--- src/rtl/fsp_pkg.sv ---
// Constants shared by the flash self-programming controller.
// Assumes a 32-bit APB master and a 50 MHz system clock.
package fsp_pkg;

    // ------------------------
    // Register byte offsets
    // ------------------------
    localparam logic [7:0] OFS_CTRL    = 8'h00;
    localparam logic [7:0] OFS_ZPTR    = 8'h04;
    localparam logic [7:0] OFS_DATA    = 8'h08;
    localparam logic [7:0] OFS_INSTR   = 8'h0C;
    localparam logic [7:0] OFS_LOADRES = 8'h10;
    localparam logic [7:0] OFS_STATUS  = 8'h14;

    // ------------------------
    // Control register fields
    // ------------------------
    localparam int BIT_IRQ_EN  = 7;
    localparam int BIT_SEC_BSY = 6;
    localparam int BIT_REEN    = 4;
    localparam int BIT_LOCKSET = 3;
    localparam int BIT_PAGE_WRITE_CMD   = 2;
    localparam int BIT_PAGE_ERASE_CMD   = 1;
    localparam int BIT_ENABLE  = 0;

    localparam logic [4:0] CMD_REEN    = 5'h11;
    localparam logic [4:0] CMD_LOCKSET = 5'h09;
    localparam logic [4:0] CMD_PAGE_WRITE_CMD   = 5'h05;
    localparam logic [4:0] CMD_PAGE_ERASE_CMD   = 5'h03;
    localparam logic [4:0] CMD_FILL    = 5'h01;

    // Instruction strobe register bits.
    localparam int BIT_STORE = 0;
    localparam int BIT_LOAD  = 1;

    // Status register bits.
    localparam int BIT_ST_HALT = 0;
    localparam int BIT_ST_EE   = 1;
    localparam int BIT_ST_BUSY = 2;

    // Lock byte: bits 5..2 are the only ones a store may program.
    localparam logic [7:0] LOCK_RESET = 8'hFF;
    localparam logic [7:0] LOCK_MASK  = 8'h3C;

    // ------------------------
    // Timing
    // ------------------------
    localparam int CLK_MHZ       = 50;
    localparam int STORE_WINDOW  = 4;
    localparam int LOAD_WINDOW   = 3;
    localparam int BUSY_US       = 2;
    localparam int BUSY_CYCLES   = BUSY_US * CLK_MHZ;
    localparam logic [15:0] APP_RESET_VECTOR = 16'h0000;

    typedef enum logic [1:0] {
        FSP_IDLE   = 2'b00,
        FSP_WINDOW = 2'b01,
        FSP_BUSY   = 2'b11
    } fsp_state_type;

endpackage : fsp_pkg
--- src/rtl/fsp_ctrl.sv ---
// Flash self-programming controller: control register, page buffer,
// erase/write sequencing and fuse/lock read-back, reached over APB.
// Assumes fuse pins and the EEPROM busy pin are asynchronous; the
// global interrupt flag comes from the core on the same clock.
//
// Overview of operation
// - Reset vector is 0x0000 with boot select fuse 1, boot start otherwise.
// - Fuses are inputs only; the core has no path to change them.
// - Ready interrupt asserts while irq enable, global flag set, enable clear.
// - Erase/write of concurrent section sets busy flag and blocks that section.
// - Busy flag clears on re-enable after operation, or when buffer fill starts.
// - Control bit 5 reads zero and ignores writes.
// - Re-enable command unblocks the section; refused while erase/write busy.
// - Re-enable written during buffer loading discards loaded data.
// - Lock-set store within four cycles programs lock bits from R0 only.
// - Load within three cycles of lock-set returns lock or fuse byte.
// - Page-write store writes buffer to pointer page; halts on halting section.
// - Page-erase store erases pointer page; halts on halting section.
// - Enable alone: store puts R0 into buffer word, pointer LSB ignored.
// - Enable lasts four cycles, clears after store, stays high during op.
// - Only the five legal low patterns take effect; others ignored.
// - Target page is latched when an operation starts.
// - Low pointer bits pick word, high bits page; loads use Z1:Z0 to pick the byte.
// - Buffer words may be written in any order.
// - Buffer clears after page write, on re-enable, at reset; write-once words.
// - EEPROM write in progress blocks programming and fuse/lock reads.
`timescale 1ns/1ps
module fsp_ctrl #(
    parameter int          PAGE_WORDS  = 32,
    parameter int          BUSY_LEN    = fsp_pkg::BUSY_CYCLES,
    parameter logic [9:0]  HALT_PAGE   = 10'h0_3C0,
    parameter logic [15:0] BOOT_VECTOR = 16'h1_E00
) (
    input  wire logic        clk_sys,
    input  wire logic        rst_b,
    input  wire logic        psel,
    input  wire logic        penable,
    input  wire logic        pwrite,
    input  wire logic [7:0]  paddr,
    input  wire logic [31:0] pwdata,
    output logic      [31:0] prdata,
    output logic             pready,
    output logic             pslverr,
    input  wire logic        global_irq_flag,
    input  wire logic [7:0]  fuse_low,
    input  wire logic [7:0]  fuse_high,
    input  wire logic [3:0]  fuse_ext,
    input  wire logic        boot_vector_select,
    input  wire logic        eeprom_busy,
    output logic             prog_ready_irq,
    output logic             concurrent_section_busy,
    output logic             cpu_halt,
    output logic [15:0]      reset_vector,
    output logic [7:0]       lock_bits,
    output logic             flash_erase_start,
    output logic             flash_write_start,
    output logic [9:0]       flash_page,
    output logic             flash_word_valid,
    output logic [15:0]      flash_word,
    output logic [4:0]       flash_word_index
);

    // ------------------------
    // Sizes and state
    // ------------------------
    localparam int WIDX = $clog2(PAGE_WORDS);
    localparam int PGW  = 15 - WIDX;
    localparam int BCW  = $clog2(BUSY_LEN + 1);
    localparam int PINW = 22;

    typedef struct packed {
        logic [PINW-1:0]               pins_s1;
        logic [PINW-1:0]               pins_s2;
        fsp_pkg::fsp_state_type        state;
        logic [2:0]                    win;
        logic                          irq_en;
        logic                          sec_busy;
        logic [4:0]                    cmd;
        logic [15:0]                   zptr;
        logic [15:0]                   data;
        logic [7:0]                    load_res;
        logic [7:0]                    lock;
        logic                          pready;
        logic [31:0]                   prdata;
        logic                          pslverr;
        logic [PAGE_WORDS-1:0][15:0]   buf_word;
        logic [PAGE_WORDS-1:0]         buf_valid;
        logic [BCW-1:0]                bcnt;
        logic                          op_write;
        logic [PGW-1:0]                page;
        logic                          halt;
        logic                          irq;
        logic [15:0]                   rvec;
        logic [1:0]                    cap;
        logic                          erase_go;
        logic                          write_go;
        logic                          word_valid;
        logic [15:0]                   word;
        logic [WIDX-1:0]               word_idx;
    } fsp_regs_type;

    fsp_regs_type r;
    fsp_regs_type next_r;
    logic         rst_s1;
    logic         rst_sync_b;

    // ------------------------
    // Helpers
    // ------------------------
    function automatic logic fsp_legal(input logic [4:0] c);
        fsp_legal = (c == fsp_pkg::CMD_REEN) || (c == fsp_pkg::CMD_LOCKSET)
                 || (c == fsp_pkg::CMD_PAGE_WRITE_CMD) || (c == fsp_pkg::CMD_PAGE_ERASE_CMD)
                 || (c == fsp_pkg::CMD_FILL);
    endfunction : fsp_legal

    function automatic logic fsp_halting(input logic [PGW-1:0] p);
        fsp_halting = (p >= HALT_PAGE[PGW-1:0]);
    endfunction : fsp_halting

    // ------------------------
    // Reset release
    // ------------------------
    always_ff @(posedge clk_sys or negedge rst_b) begin
        if (!rst_b) begin
            rst_s1     <= 1'b0;
            rst_sync_b <= 1'b0;
        end else begin
            rst_s1     <= 1'b1;
            rst_sync_b <= rst_s1;
        end
    end

    // ------------------------
    // Next state
    // ------------------------
    always_comb begin
        logic        acc;
        logic        wr;
        logic [7:0]  fl;
        logic [7:0]  fh;
        logic [3:0]  fe;
        logic        bvs;
        logic        ee;
        logic [7:0]  ctrl_rd;
        logic        store;
        logic        load;
        logic [WIDX-1:0] widx;
        logic [PGW-1:0]  zpage;
        acc     = 1'b0;
        wr      = 1'b0;
        next_r  = r;
        {fl, fh, fe, bvs, ee} = r.pins_s2;
        widx    = r.zptr[WIDX:1];
        zpage   = r.zptr[15:WIDX+1];
        ctrl_rd = {r.irq_en, r.sec_busy, 1'b0, r.cmd};

        // Pin synchronisers; fuses are only ever sampled here.
        next_r.pins_s1 = {fuse_low, fuse_high, fuse_ext,
                          boot_vector_select, eeprom_busy};
        next_r.pins_s2 = r.pins_s1;

        // Reset vector captured once the fuse pin has been synchronised.
        if (r.cap != 2'h3) begin
            next_r.cap  = r.cap + 2'h1;
            next_r.rvec = bvs ? fsp_pkg::APP_RESET_VECTOR
                              : BOOT_VECTOR;
        end

        // APB: one wait state, then the answer from registers.
        acc = psel && penable && !r.pready;
        wr  = psel && penable && r.pready && pwrite;
        next_r.pready  = acc;
        next_r.pslverr = 1'b0;
        next_r.prdata  = 32'h0000_0000;
        if (acc) begin
            if (paddr == fsp_pkg::OFS_CTRL) begin
                next_r.prdata = {24'h00_0000, ctrl_rd};
            end else if (paddr == fsp_pkg::OFS_ZPTR) begin
                next_r.prdata = {16'h0000, r.zptr};
            end else if (paddr == fsp_pkg::OFS_DATA) begin
                next_r.prdata = {16'h0000, r.data};
            end else if (paddr == fsp_pkg::OFS_INSTR) begin
                next_r.prdata = 32'h0000_0000;
            end else if (paddr == fsp_pkg::OFS_LOADRES) begin
                next_r.prdata = {24'h00_0000, r.load_res};
            end else if (paddr == fsp_pkg::OFS_STATUS) begin
                next_r.prdata = {29'h0000_0000,
                                 r.state == fsp_pkg::FSP_BUSY,
                                 ee, r.halt};
            end else begin
                next_r.pslverr = 1'b1;
            end
        end

        store = wr && (paddr == fsp_pkg::OFS_INSTR)
             && pwdata[fsp_pkg::BIT_STORE];
        load  = wr && (paddr == fsp_pkg::OFS_INSTR)
             && pwdata[fsp_pkg::BIT_LOAD];

        // One-cycle flash strobes.
        next_r.erase_go   = 1'b0;
        next_r.write_go   = 1'b0;
        next_r.word_valid = 1'b0;

        if (wr && paddr == fsp_pkg::OFS_ZPTR) begin
            next_r.zptr = pwdata[15:0];
        end
        if (wr && paddr == fsp_pkg::OFS_DATA) begin
            next_r.data = pwdata[15:0];
        end

        case (r.state)
            fsp_pkg::FSP_IDLE: begin
                if (wr && paddr == fsp_pkg::OFS_CTRL) begin
                    next_r.irq_en = pwdata[fsp_pkg::BIT_IRQ_EN];
                    if (fsp_legal(pwdata[4:0]) && !ee) begin
                        next_r.cmd   = pwdata[4:0];
                        next_r.win   = 3'h0;
                        next_r.state = fsp_pkg::FSP_WINDOW;
                        if (pwdata[fsp_pkg::BIT_REEN]) begin
                            next_r.buf_valid = '0;
                        end
                    end
                end
            end
            fsp_pkg::FSP_WINDOW: begin
                next_r.win = r.win + 3'h1;
                if (wr && paddr == fsp_pkg::OFS_CTRL) begin
                    next_r.irq_en = pwdata[fsp_pkg::BIT_IRQ_EN];
                end
                if (load && !ee && r.cmd == fsp_pkg::CMD_LOCKSET
                    && r.win < 3'(fsp_pkg::LOAD_WINDOW)) begin
                    if (r.zptr[0]) begin
                        next_r.load_res = r.zptr[1] ? fh : r.lock;
                    end else begin
                        next_r.load_res = r.zptr[1] ? {4'h0, fe} : fl;
                    end
                    next_r.cmd   = 5'h00;
                    next_r.state = fsp_pkg::FSP_IDLE;
                end else if (store && !ee) begin
                    next_r.cmd   = 5'h00;
                    next_r.state = fsp_pkg::FSP_IDLE;
                    case (r.cmd)
                        fsp_pkg::CMD_FILL: begin
                            next_r.sec_busy = 1'b0;
                            if (!r.buf_valid[widx]) begin
                                next_r.buf_word[widx]  = r.data;
                                next_r.buf_valid[widx] = 1'b1;
                            end
                        end
                        fsp_pkg::CMD_LOCKSET: begin
                            next_r.lock = r.lock & (r.data[7:0]
                                        | ~fsp_pkg::LOCK_MASK);
                        end
                        fsp_pkg::CMD_REEN: begin
                            next_r.sec_busy  = 1'b0;
                            next_r.buf_valid = '0;
                        end
                        fsp_pkg::CMD_PAGE_WRITE_CMD, fsp_pkg::CMD_PAGE_ERASE_CMD: begin
                            next_r.cmd      = r.cmd;
                            next_r.state    = fsp_pkg::FSP_BUSY;
                            next_r.page     = zpage;
                            next_r.bcnt     = '0;
                            next_r.op_write = r.cmd == fsp_pkg::CMD_PAGE_WRITE_CMD;
                            next_r.write_go = r.cmd == fsp_pkg::CMD_PAGE_WRITE_CMD;
                            next_r.erase_go = r.cmd == fsp_pkg::CMD_PAGE_ERASE_CMD;
                            if (fsp_halting(zpage)) begin
                                next_r.halt = 1'b1;
                            end else begin
                                next_r.sec_busy = 1'b1;
                            end
                        end
                        default: begin
                            next_r.cmd = 5'h00;
                        end
                    endcase
                end else if (r.win == 3'(fsp_pkg::STORE_WINDOW - 1)) begin
                    next_r.cmd   = 5'h00;
                    next_r.state = fsp_pkg::FSP_IDLE;
                end
            end
            fsp_pkg::FSP_BUSY: begin
                // Control writes are refused until the operation ends.
                next_r.bcnt = r.bcnt + BCW'(1);
                if (r.op_write && r.bcnt < BCW'(PAGE_WORDS)) begin
                    next_r.word_valid = 1'b1;
                    next_r.word_idx   = r.bcnt[WIDX-1:0];
                    next_r.word       = r.buf_word[r.bcnt[WIDX-1:0]];
                end
                if (r.bcnt == BCW'(BUSY_LEN - 1)) begin
                    next_r.state = fsp_pkg::FSP_IDLE;
                    next_r.cmd   = 5'h00;
                    next_r.halt  = 1'b0;
                    if (r.op_write) begin
                        next_r.buf_valid = '0;
                    end
                end
            end
            default: begin
                next_r.state = fsp_pkg::FSP_IDLE;
            end
        endcase

        // Ready interrupt follows the enable bit.
        next_r.irq = next_r.irq_en && global_irq_flag
                  && !next_r.cmd[fsp_pkg::BIT_ENABLE];
    end

    // ------------------------
    // State register
    // ------------------------
    always_ff @(posedge clk_sys or negedge rst_sync_b) begin
        if (!rst_sync_b) begin
            r          <= '0;
            r.lock     <= fsp_pkg::LOCK_RESET;
            r.state    <= fsp_pkg::FSP_IDLE;
        end else begin
            r <= next_r;
        end
    end

    // ------------------------
    // Outputs
    // ------------------------
    assign prdata                  = r.prdata;
    assign pready                  = r.pready;
    assign pslverr                 = r.pslverr;
    assign prog_ready_irq          = r.irq;
    assign concurrent_section_busy = r.sec_busy;
    assign cpu_halt                = r.halt;
    assign reset_vector            = r.rvec;
    assign lock_bits               = r.lock;
    assign flash_erase_start       = r.erase_go;
    assign flash_write_start       = r.write_go;
    assign flash_page              = 10'(r.page);
    assign flash_word_valid        = r.word_valid;
    assign flash_word              = r.word;
    assign flash_word_index        = 5'(r.word_idx);

endmodule : fsp_ctrl

--- config.mk ---
export PLATFORM = sky130hd
export DESIGN_NAME = fsp_ctrl
export DESIGN_NICKNAME = d
export VERILOG_FILES = /design/src/rtl/fsp_pkg.sv /design/src/rtl/fsp_ctrl.sv
export SDC_FILE = /design/constraint.sdc
export NUM_CORES = 1
export LEC_CHECK = 0
export BUFFER_PORTS_ARGS = -buffer_cell sky130_fd_sc_hd__buf_2
export CAP_MARGIN = 15
export CORE_MARGIN = 2
export CORE_UTILIZATION = 35
export CTS_CLUSTER_DIAMETER = 150
export DETAILED_ROUTE_END_ITERATION = 16
export GPL_TIMING_DRIVEN = 0
export HOLD_SLACK_MARGIN = 0.03
export SKIP_CTS_REPAIR_TIMING = 1
export SYNTH_ARGS = -nofsm -noshare
export SYNTH_HDL_FRONTEND = slang
export SYNTH_SLANG_ARGS = --single-unit
--- constraint.sdc ---
create_clock -name clk_sys -period 26.5 [get_ports clk_sys]
set_input_delay 5.3 -clock clk_sys [delete_from_list [all_inputs] [get_ports clk_sys]]
set_output_delay 5.3 -clock clk_sys [all_outputs]
set_load 0.02 [all_outputs]
# Word level (Yosys, flattened, before mapping)
# Cells that the tools add are included.
totals:
  regBits: 746
  wordCells: 222
classes:
  n_addsub: 3
  magnitude_cmp: 6
  eq_ne: 34
  mux: 67
  bitwise_logic: 4
  n_reduce_logical: 46
op_table:
  columns: ["operator", "count"]
  rows:
  - ["$bwmux W512", 1]
  - ["$mux W32", 7]
  - ["$mux W51", 2]
  - ["$pmux W32 S3", 1]
  - ["$bmux W16 S5", 1]
  - ["$demux W16 S5", 1]
  - ["$mux W16", 4]
  - ["$pmux W32 S2", 1]
  - ["$mux W22", 2]
  - ["$mux W5", 8]
  - ["$mux W8", 5]
  - ["$mux W33", 1]
  - ["$or A32 B32 Y32", 1]
  - ["$logic_and A1 B1 Y1", 19]
  - ["$mux W19", 1]
  - ["$mux W2", 9]
  - ["$ne A2 B2 Y1 const B", 9]
  - ["$eq A8 B4 Y1 const B", 2]
  - ["$eq A8 B5 Y1 const B", 2]
  - ["$reduce_and A4 Y1", 4]
  - ["$pmux W5 S3", 1]
  - ["$pmux W7 S2", 1]
  - ["$mux W13", 1]
  - ["$lt A5 B6 Y1 const B", 2]
  - ["other kinds (43)", 74]

# Logic depth before layout (Yosys ltp)
logic_depth:
  depth_word: 12
  depth_mapped: 10
  ltp_nobuf: 6

# Worst setup path before layout
# OpenSTA, ideal clock, no wires.
synth_timing:
  path_type: "input to register"
  startpoint: "input paddr[4]"
  endpoint: "register r[163] (netlist bit)"
  setup_ns: 0.125
  t_arrival_ns: 7.317
  path_slack_ns: 19.058
  path_stages: 8
  path_buffers: 3
  cell_sequence: "buf_2 -> nor4b_4 -> nand4_2 -> nor4b_4 -> buf_6 -> nand4_4 -> buf_6 -> mux2_4"
synth_between:
  elab_chain_len: 8
  elab_cells_between_ends: 10
  cone_classes: "eq/ne: 1; bitwise: 1; reduce/logical: 8"
synth_lines:
  columns: ["element", "line", "source"]
  rows:
  - ["start, declared", "fsp_ctrl.sv:39", "input wire logic [7:0] paddr,"]
  - ["$eq A8 B4 Y1 *", "fsp_ctrl.sv:195, fsp_ctrl.sv:197", null]
  - ["$logic_and A1 B1 Y1 *", "fsp_ctrl.sv:195, fsp_ctrl.sv:197", null]
  - ["$logic_and A1 B1 Y1", "fsp_ctrl.sv:198", "&& pwdata[fsp_pkg::BIT_LOAD];"]
  - ["$logic_and A1 B1 Y1 (2 in a row)", "fsp_ctrl.sv:231", "if (load && !ee && r.cmd == fsp_pkg::CMD_LOCKSET"]
  - ["$logic_and A1 B1 Y1", "fsp_ctrl.sv:232", "&& r.win < 3'(fsp_pkg::LOAD_WINDOW)) begin"]
  - ["$not A1 Y1 (no line)", null, null]
  - ["$reduce_and A5 Y1 (no line) *", null, null]
  - ["end signal, assigned", "fsp_ctrl.sv:318", "r <= next_r;"]
  - ["end, declared", "fsp_ctrl.sv:102", "fsp_regs_type r;"]
# Mark *: on every way between the ends. The rest lies on a longest branch, timed or not.
# A chain may end at the register's enable or synchronous reset.

# Worst setup path after layout
layout_timing:
  startpoint: "input paddr[5]"
  endpoint: "register r[278] (netlist bit)"
# Same word-level chain as after synthesis.

==> impl_metrics.env <==
export IMPL_yosysUniqueCellTypes=76
export IMPL_r2r_start="r[55]"
export IMPL_slew_headroom_pct=21.5
export IMPL_ant_nets=0
export IMPL_wl_per_cell_um=23.2
export IMPL_grt_max_degree=77
export IMPL_fin_tns_setup_ns=0
export IMPL_setup_slack_ns=18.80
export IMPL_final_setup_skew_ns=0.0220
export IMPL_gp_congestion=0.870
export IMPL_dr_total_vias=19772
export IMPL_grt_pass1_wl_um=134000
export IMPL_diodes=0
export IMPL_place_ws_ns=18.23
export IMPL_slew_violations=0
export IMPL_layout_common_cells="dfrtp_1 (706), mux2_2 (299), mux2_4 (260), mux4_2 (148), buf_2 (135)"
export IMPL_p_total_mw=2.23
export IMPL_grt_overflow_total=0
export IMPL_die_h_um=315
export IMPL_hold_viol=0
export IMPL_worstPathRequired_ns=27.01
export IMPL_min_delay_path_depth=0
export IMPL_coreArea_mm2=0.0963
export IMPL_h_tree_depth=3
export IMPL_crit_path_max_fanout=10
export IMPL_finalNetCount=2495
export IMPL_seq_area_frac_synth_pct=52.5
export IMPL_cap_violations=0
export IMPL_dp_hpwl_um=64300
export IMPL_drive_gt1_share_pct=47.5
export IMPL_wirelength_um=87000
export IMPL_hp_start="next_r[721]"
export IMPL_dieArea_mm2=0.0994
export IMPL_netlist_area_mm2=0.0339
export IMPL_antenna_found_initial=0
export IMPL_place_port_buffers=113
export IMPL_layout_commonest_cell="dfrtp_1"
export IMPL_yosys_warnings=0
export IMPL_reg2reg_depth=8
export IMPL_peakVddDrop_mv=0.0390
export IMPL_path_class="input port to flip-flop"
export IMPL_drt_iter0_markers=1541
export IMPL_cts_buffers=76
export IMPL_dr_pass1_iters=5
export IMPL_grtUsageTotal_pct=17.7
export IMPL_clk_latency_ns=0.63
export IMPL_num_io_pins=163
export IMPL_rows=114
export IMPL_fmax_mhz=130
export IMPL_area_growth_pct=15.2
export IMPL_vias_per_cell=5.26
export IMPL_cp_arrival_ns=8.21
export IMPL_cts_buffer_depth=3
export IMPL_ys_seq_elements=711
export IMPL_num_fill_cells=8775
export IMPL_period_share_pct=29.1
export IMPL_leakage_nw=18.6
export IMPL_hold_class="flip-flop to flip-flop"
export IMPL_async_reset_ff_share_pct=100
export IMPL_rsz0062_at_grt="false"
export IMPL_synth_avg_cell_area_um2=15.5
export IMPL_syn_inst=2188
export IMPL_initial_utilization_pct=35.2
export IMPL_grt_pass1_vias=21711
export IMPL_p_per_area_mw_per_mm2=57.1
export IMPL_cp_end_kind="flip-flop"
export IMPL_cts_root_buffer_cell="clkbuf_16"
export IMPL_clk_pin_slew_ns=0.06
export IMPL_die_w_um=315
export IMPL_crit_path_start_kind="input port"
export IMPL_drc_errors=0
export IMPL_synth_ff_type="dfrtp_1"
export IMPL_cts_tree="done"
export IMPL_cts_sinks=711
export IMPL_synth_edf_count=0
export IMPL_worstMarginPinSlew_ns=1.18
export IMPL_min_period_ns=7.70
export IMPL_finalSetupViolations=0
export IMPL_startpoint="paddr[5]"
export IMPL_status="finished, final reports clean"
## cell families after synthesis
group | count (synthesis) | share of synthesized area (%)
multiplexers | 761 | 32.9
other | 2 | 0.0222
XOR/XNOR | 2 | 0.0517
AND/OR/NAND/NOR | 280 | 5.76
AO/OA/AOI/OAI | 158 | 3.72
adder cells (fa/ha/maj) | 5 | 0.177
flip-flops | 711 | 52.5
buffers and inverters | 269 | 4.90
## per-layer routing
layer | global-route usage, % | vias up | part of all wire [%]
met4 | 5.00 | 0 | 2.2
met3 | 2.85 | 127 | 4.2
met5 | 0 | - | 0
li1 | - | 8476 | -
met2 | 29.2 | 472 | 49
met1 | 24.1 | 10697 | 45
## final timing paths
check / slack (ns) / to
worst max-delay path: 18.80 / r[278]
worst min-delay path: 0.35 / r[721]
worst max register to register: 22.90 / flash_word[5]
worst min register to register: 0.35 / r[721]
max in group asynchronous: 21.94 / rst_sync_b
min in group asynchronous: 0.46 / r[497]
## where the power goes
group	internal (mW)	switching [mW]
clock network	0.643	0.450
registers	1.09	0.00389
logic	0.0130	0.0318
## stage by stage
| stage | util, % | area (um2) | hold slack [ns] | cells |
|---|---|---|---|---|
| after global routing | 40.6 | 39100 | 0.351 | 3759 |
| after detailed placement | 37.9 | 36500 | 0.335 | 3620 |
| after global placement | 37.6 | 36200 | 0.332 | 3608 |
| final | 40.6 | 39100 | 0.346 | 3759 |
| after CTS | 40.6 | 39100 | 0.347 | 3758 |
| after floorplan | - | 34000 | 0.331 | 2219 |
## flip-flops by register name (all words and copies together) (netlist names), 4 cells and up
register	flops
flash_page	10
lock_bits	4
flash_word	16
next_r	22
flash_word_index	5
prdata	16
r	627
## critical path, stage by stage
cell and delay (ns):
buf_2 0.11, nor4b_2 0.60, nand4_2 0.26, nor4b_4 0.62
nand4_2 0.53, buf_2 0.45, mux2_2 0.32
## synth_stat cells (7+ instances only)
library cell,number,area (um2)
dfrtp_1,707,17700
mux2_2,299,3370
mux2_4,260,3900
mux4_2,148,3330
clkbuf_1,98,368
buf_4,94,706
nand2_1,86,323
nor2_1,63,236
mux2i_1,53,531
a22o_1,32,280
buf_6,31,349
nand4_4,26,553
buf_2,22,110
o2bb2ai_1,20,175
o21ai_0,17,85.1
o221ai_1,17,149
a31o_2,16,140
buf_1,14,52.6
nand3_1,14,70.1
a21oi_1,11,55.1
nand3b_1,8,60.1
inv_1,7,26.3
nand4_1,7,43.8
nor2b_1,7,43.8
## cell type report
class | count | area, um2 | area share [%]
sequential | 711 | 17800 | 45.6
tap | 1276 | 1600 | 4.09
timing repair buffer | 126 | 867 | 2.22
buffer | 262 | 1640 | 4.19
inverter | 7 | 26.3 | 0.0673
clock inverter | 24 | 264 | 0.676
multi-input combinational | 1239 | 14600 | 37.3
clock buffer | 114 | 2310 | 5.91
No activity file was read; power rests on OpenSTA's default activity.
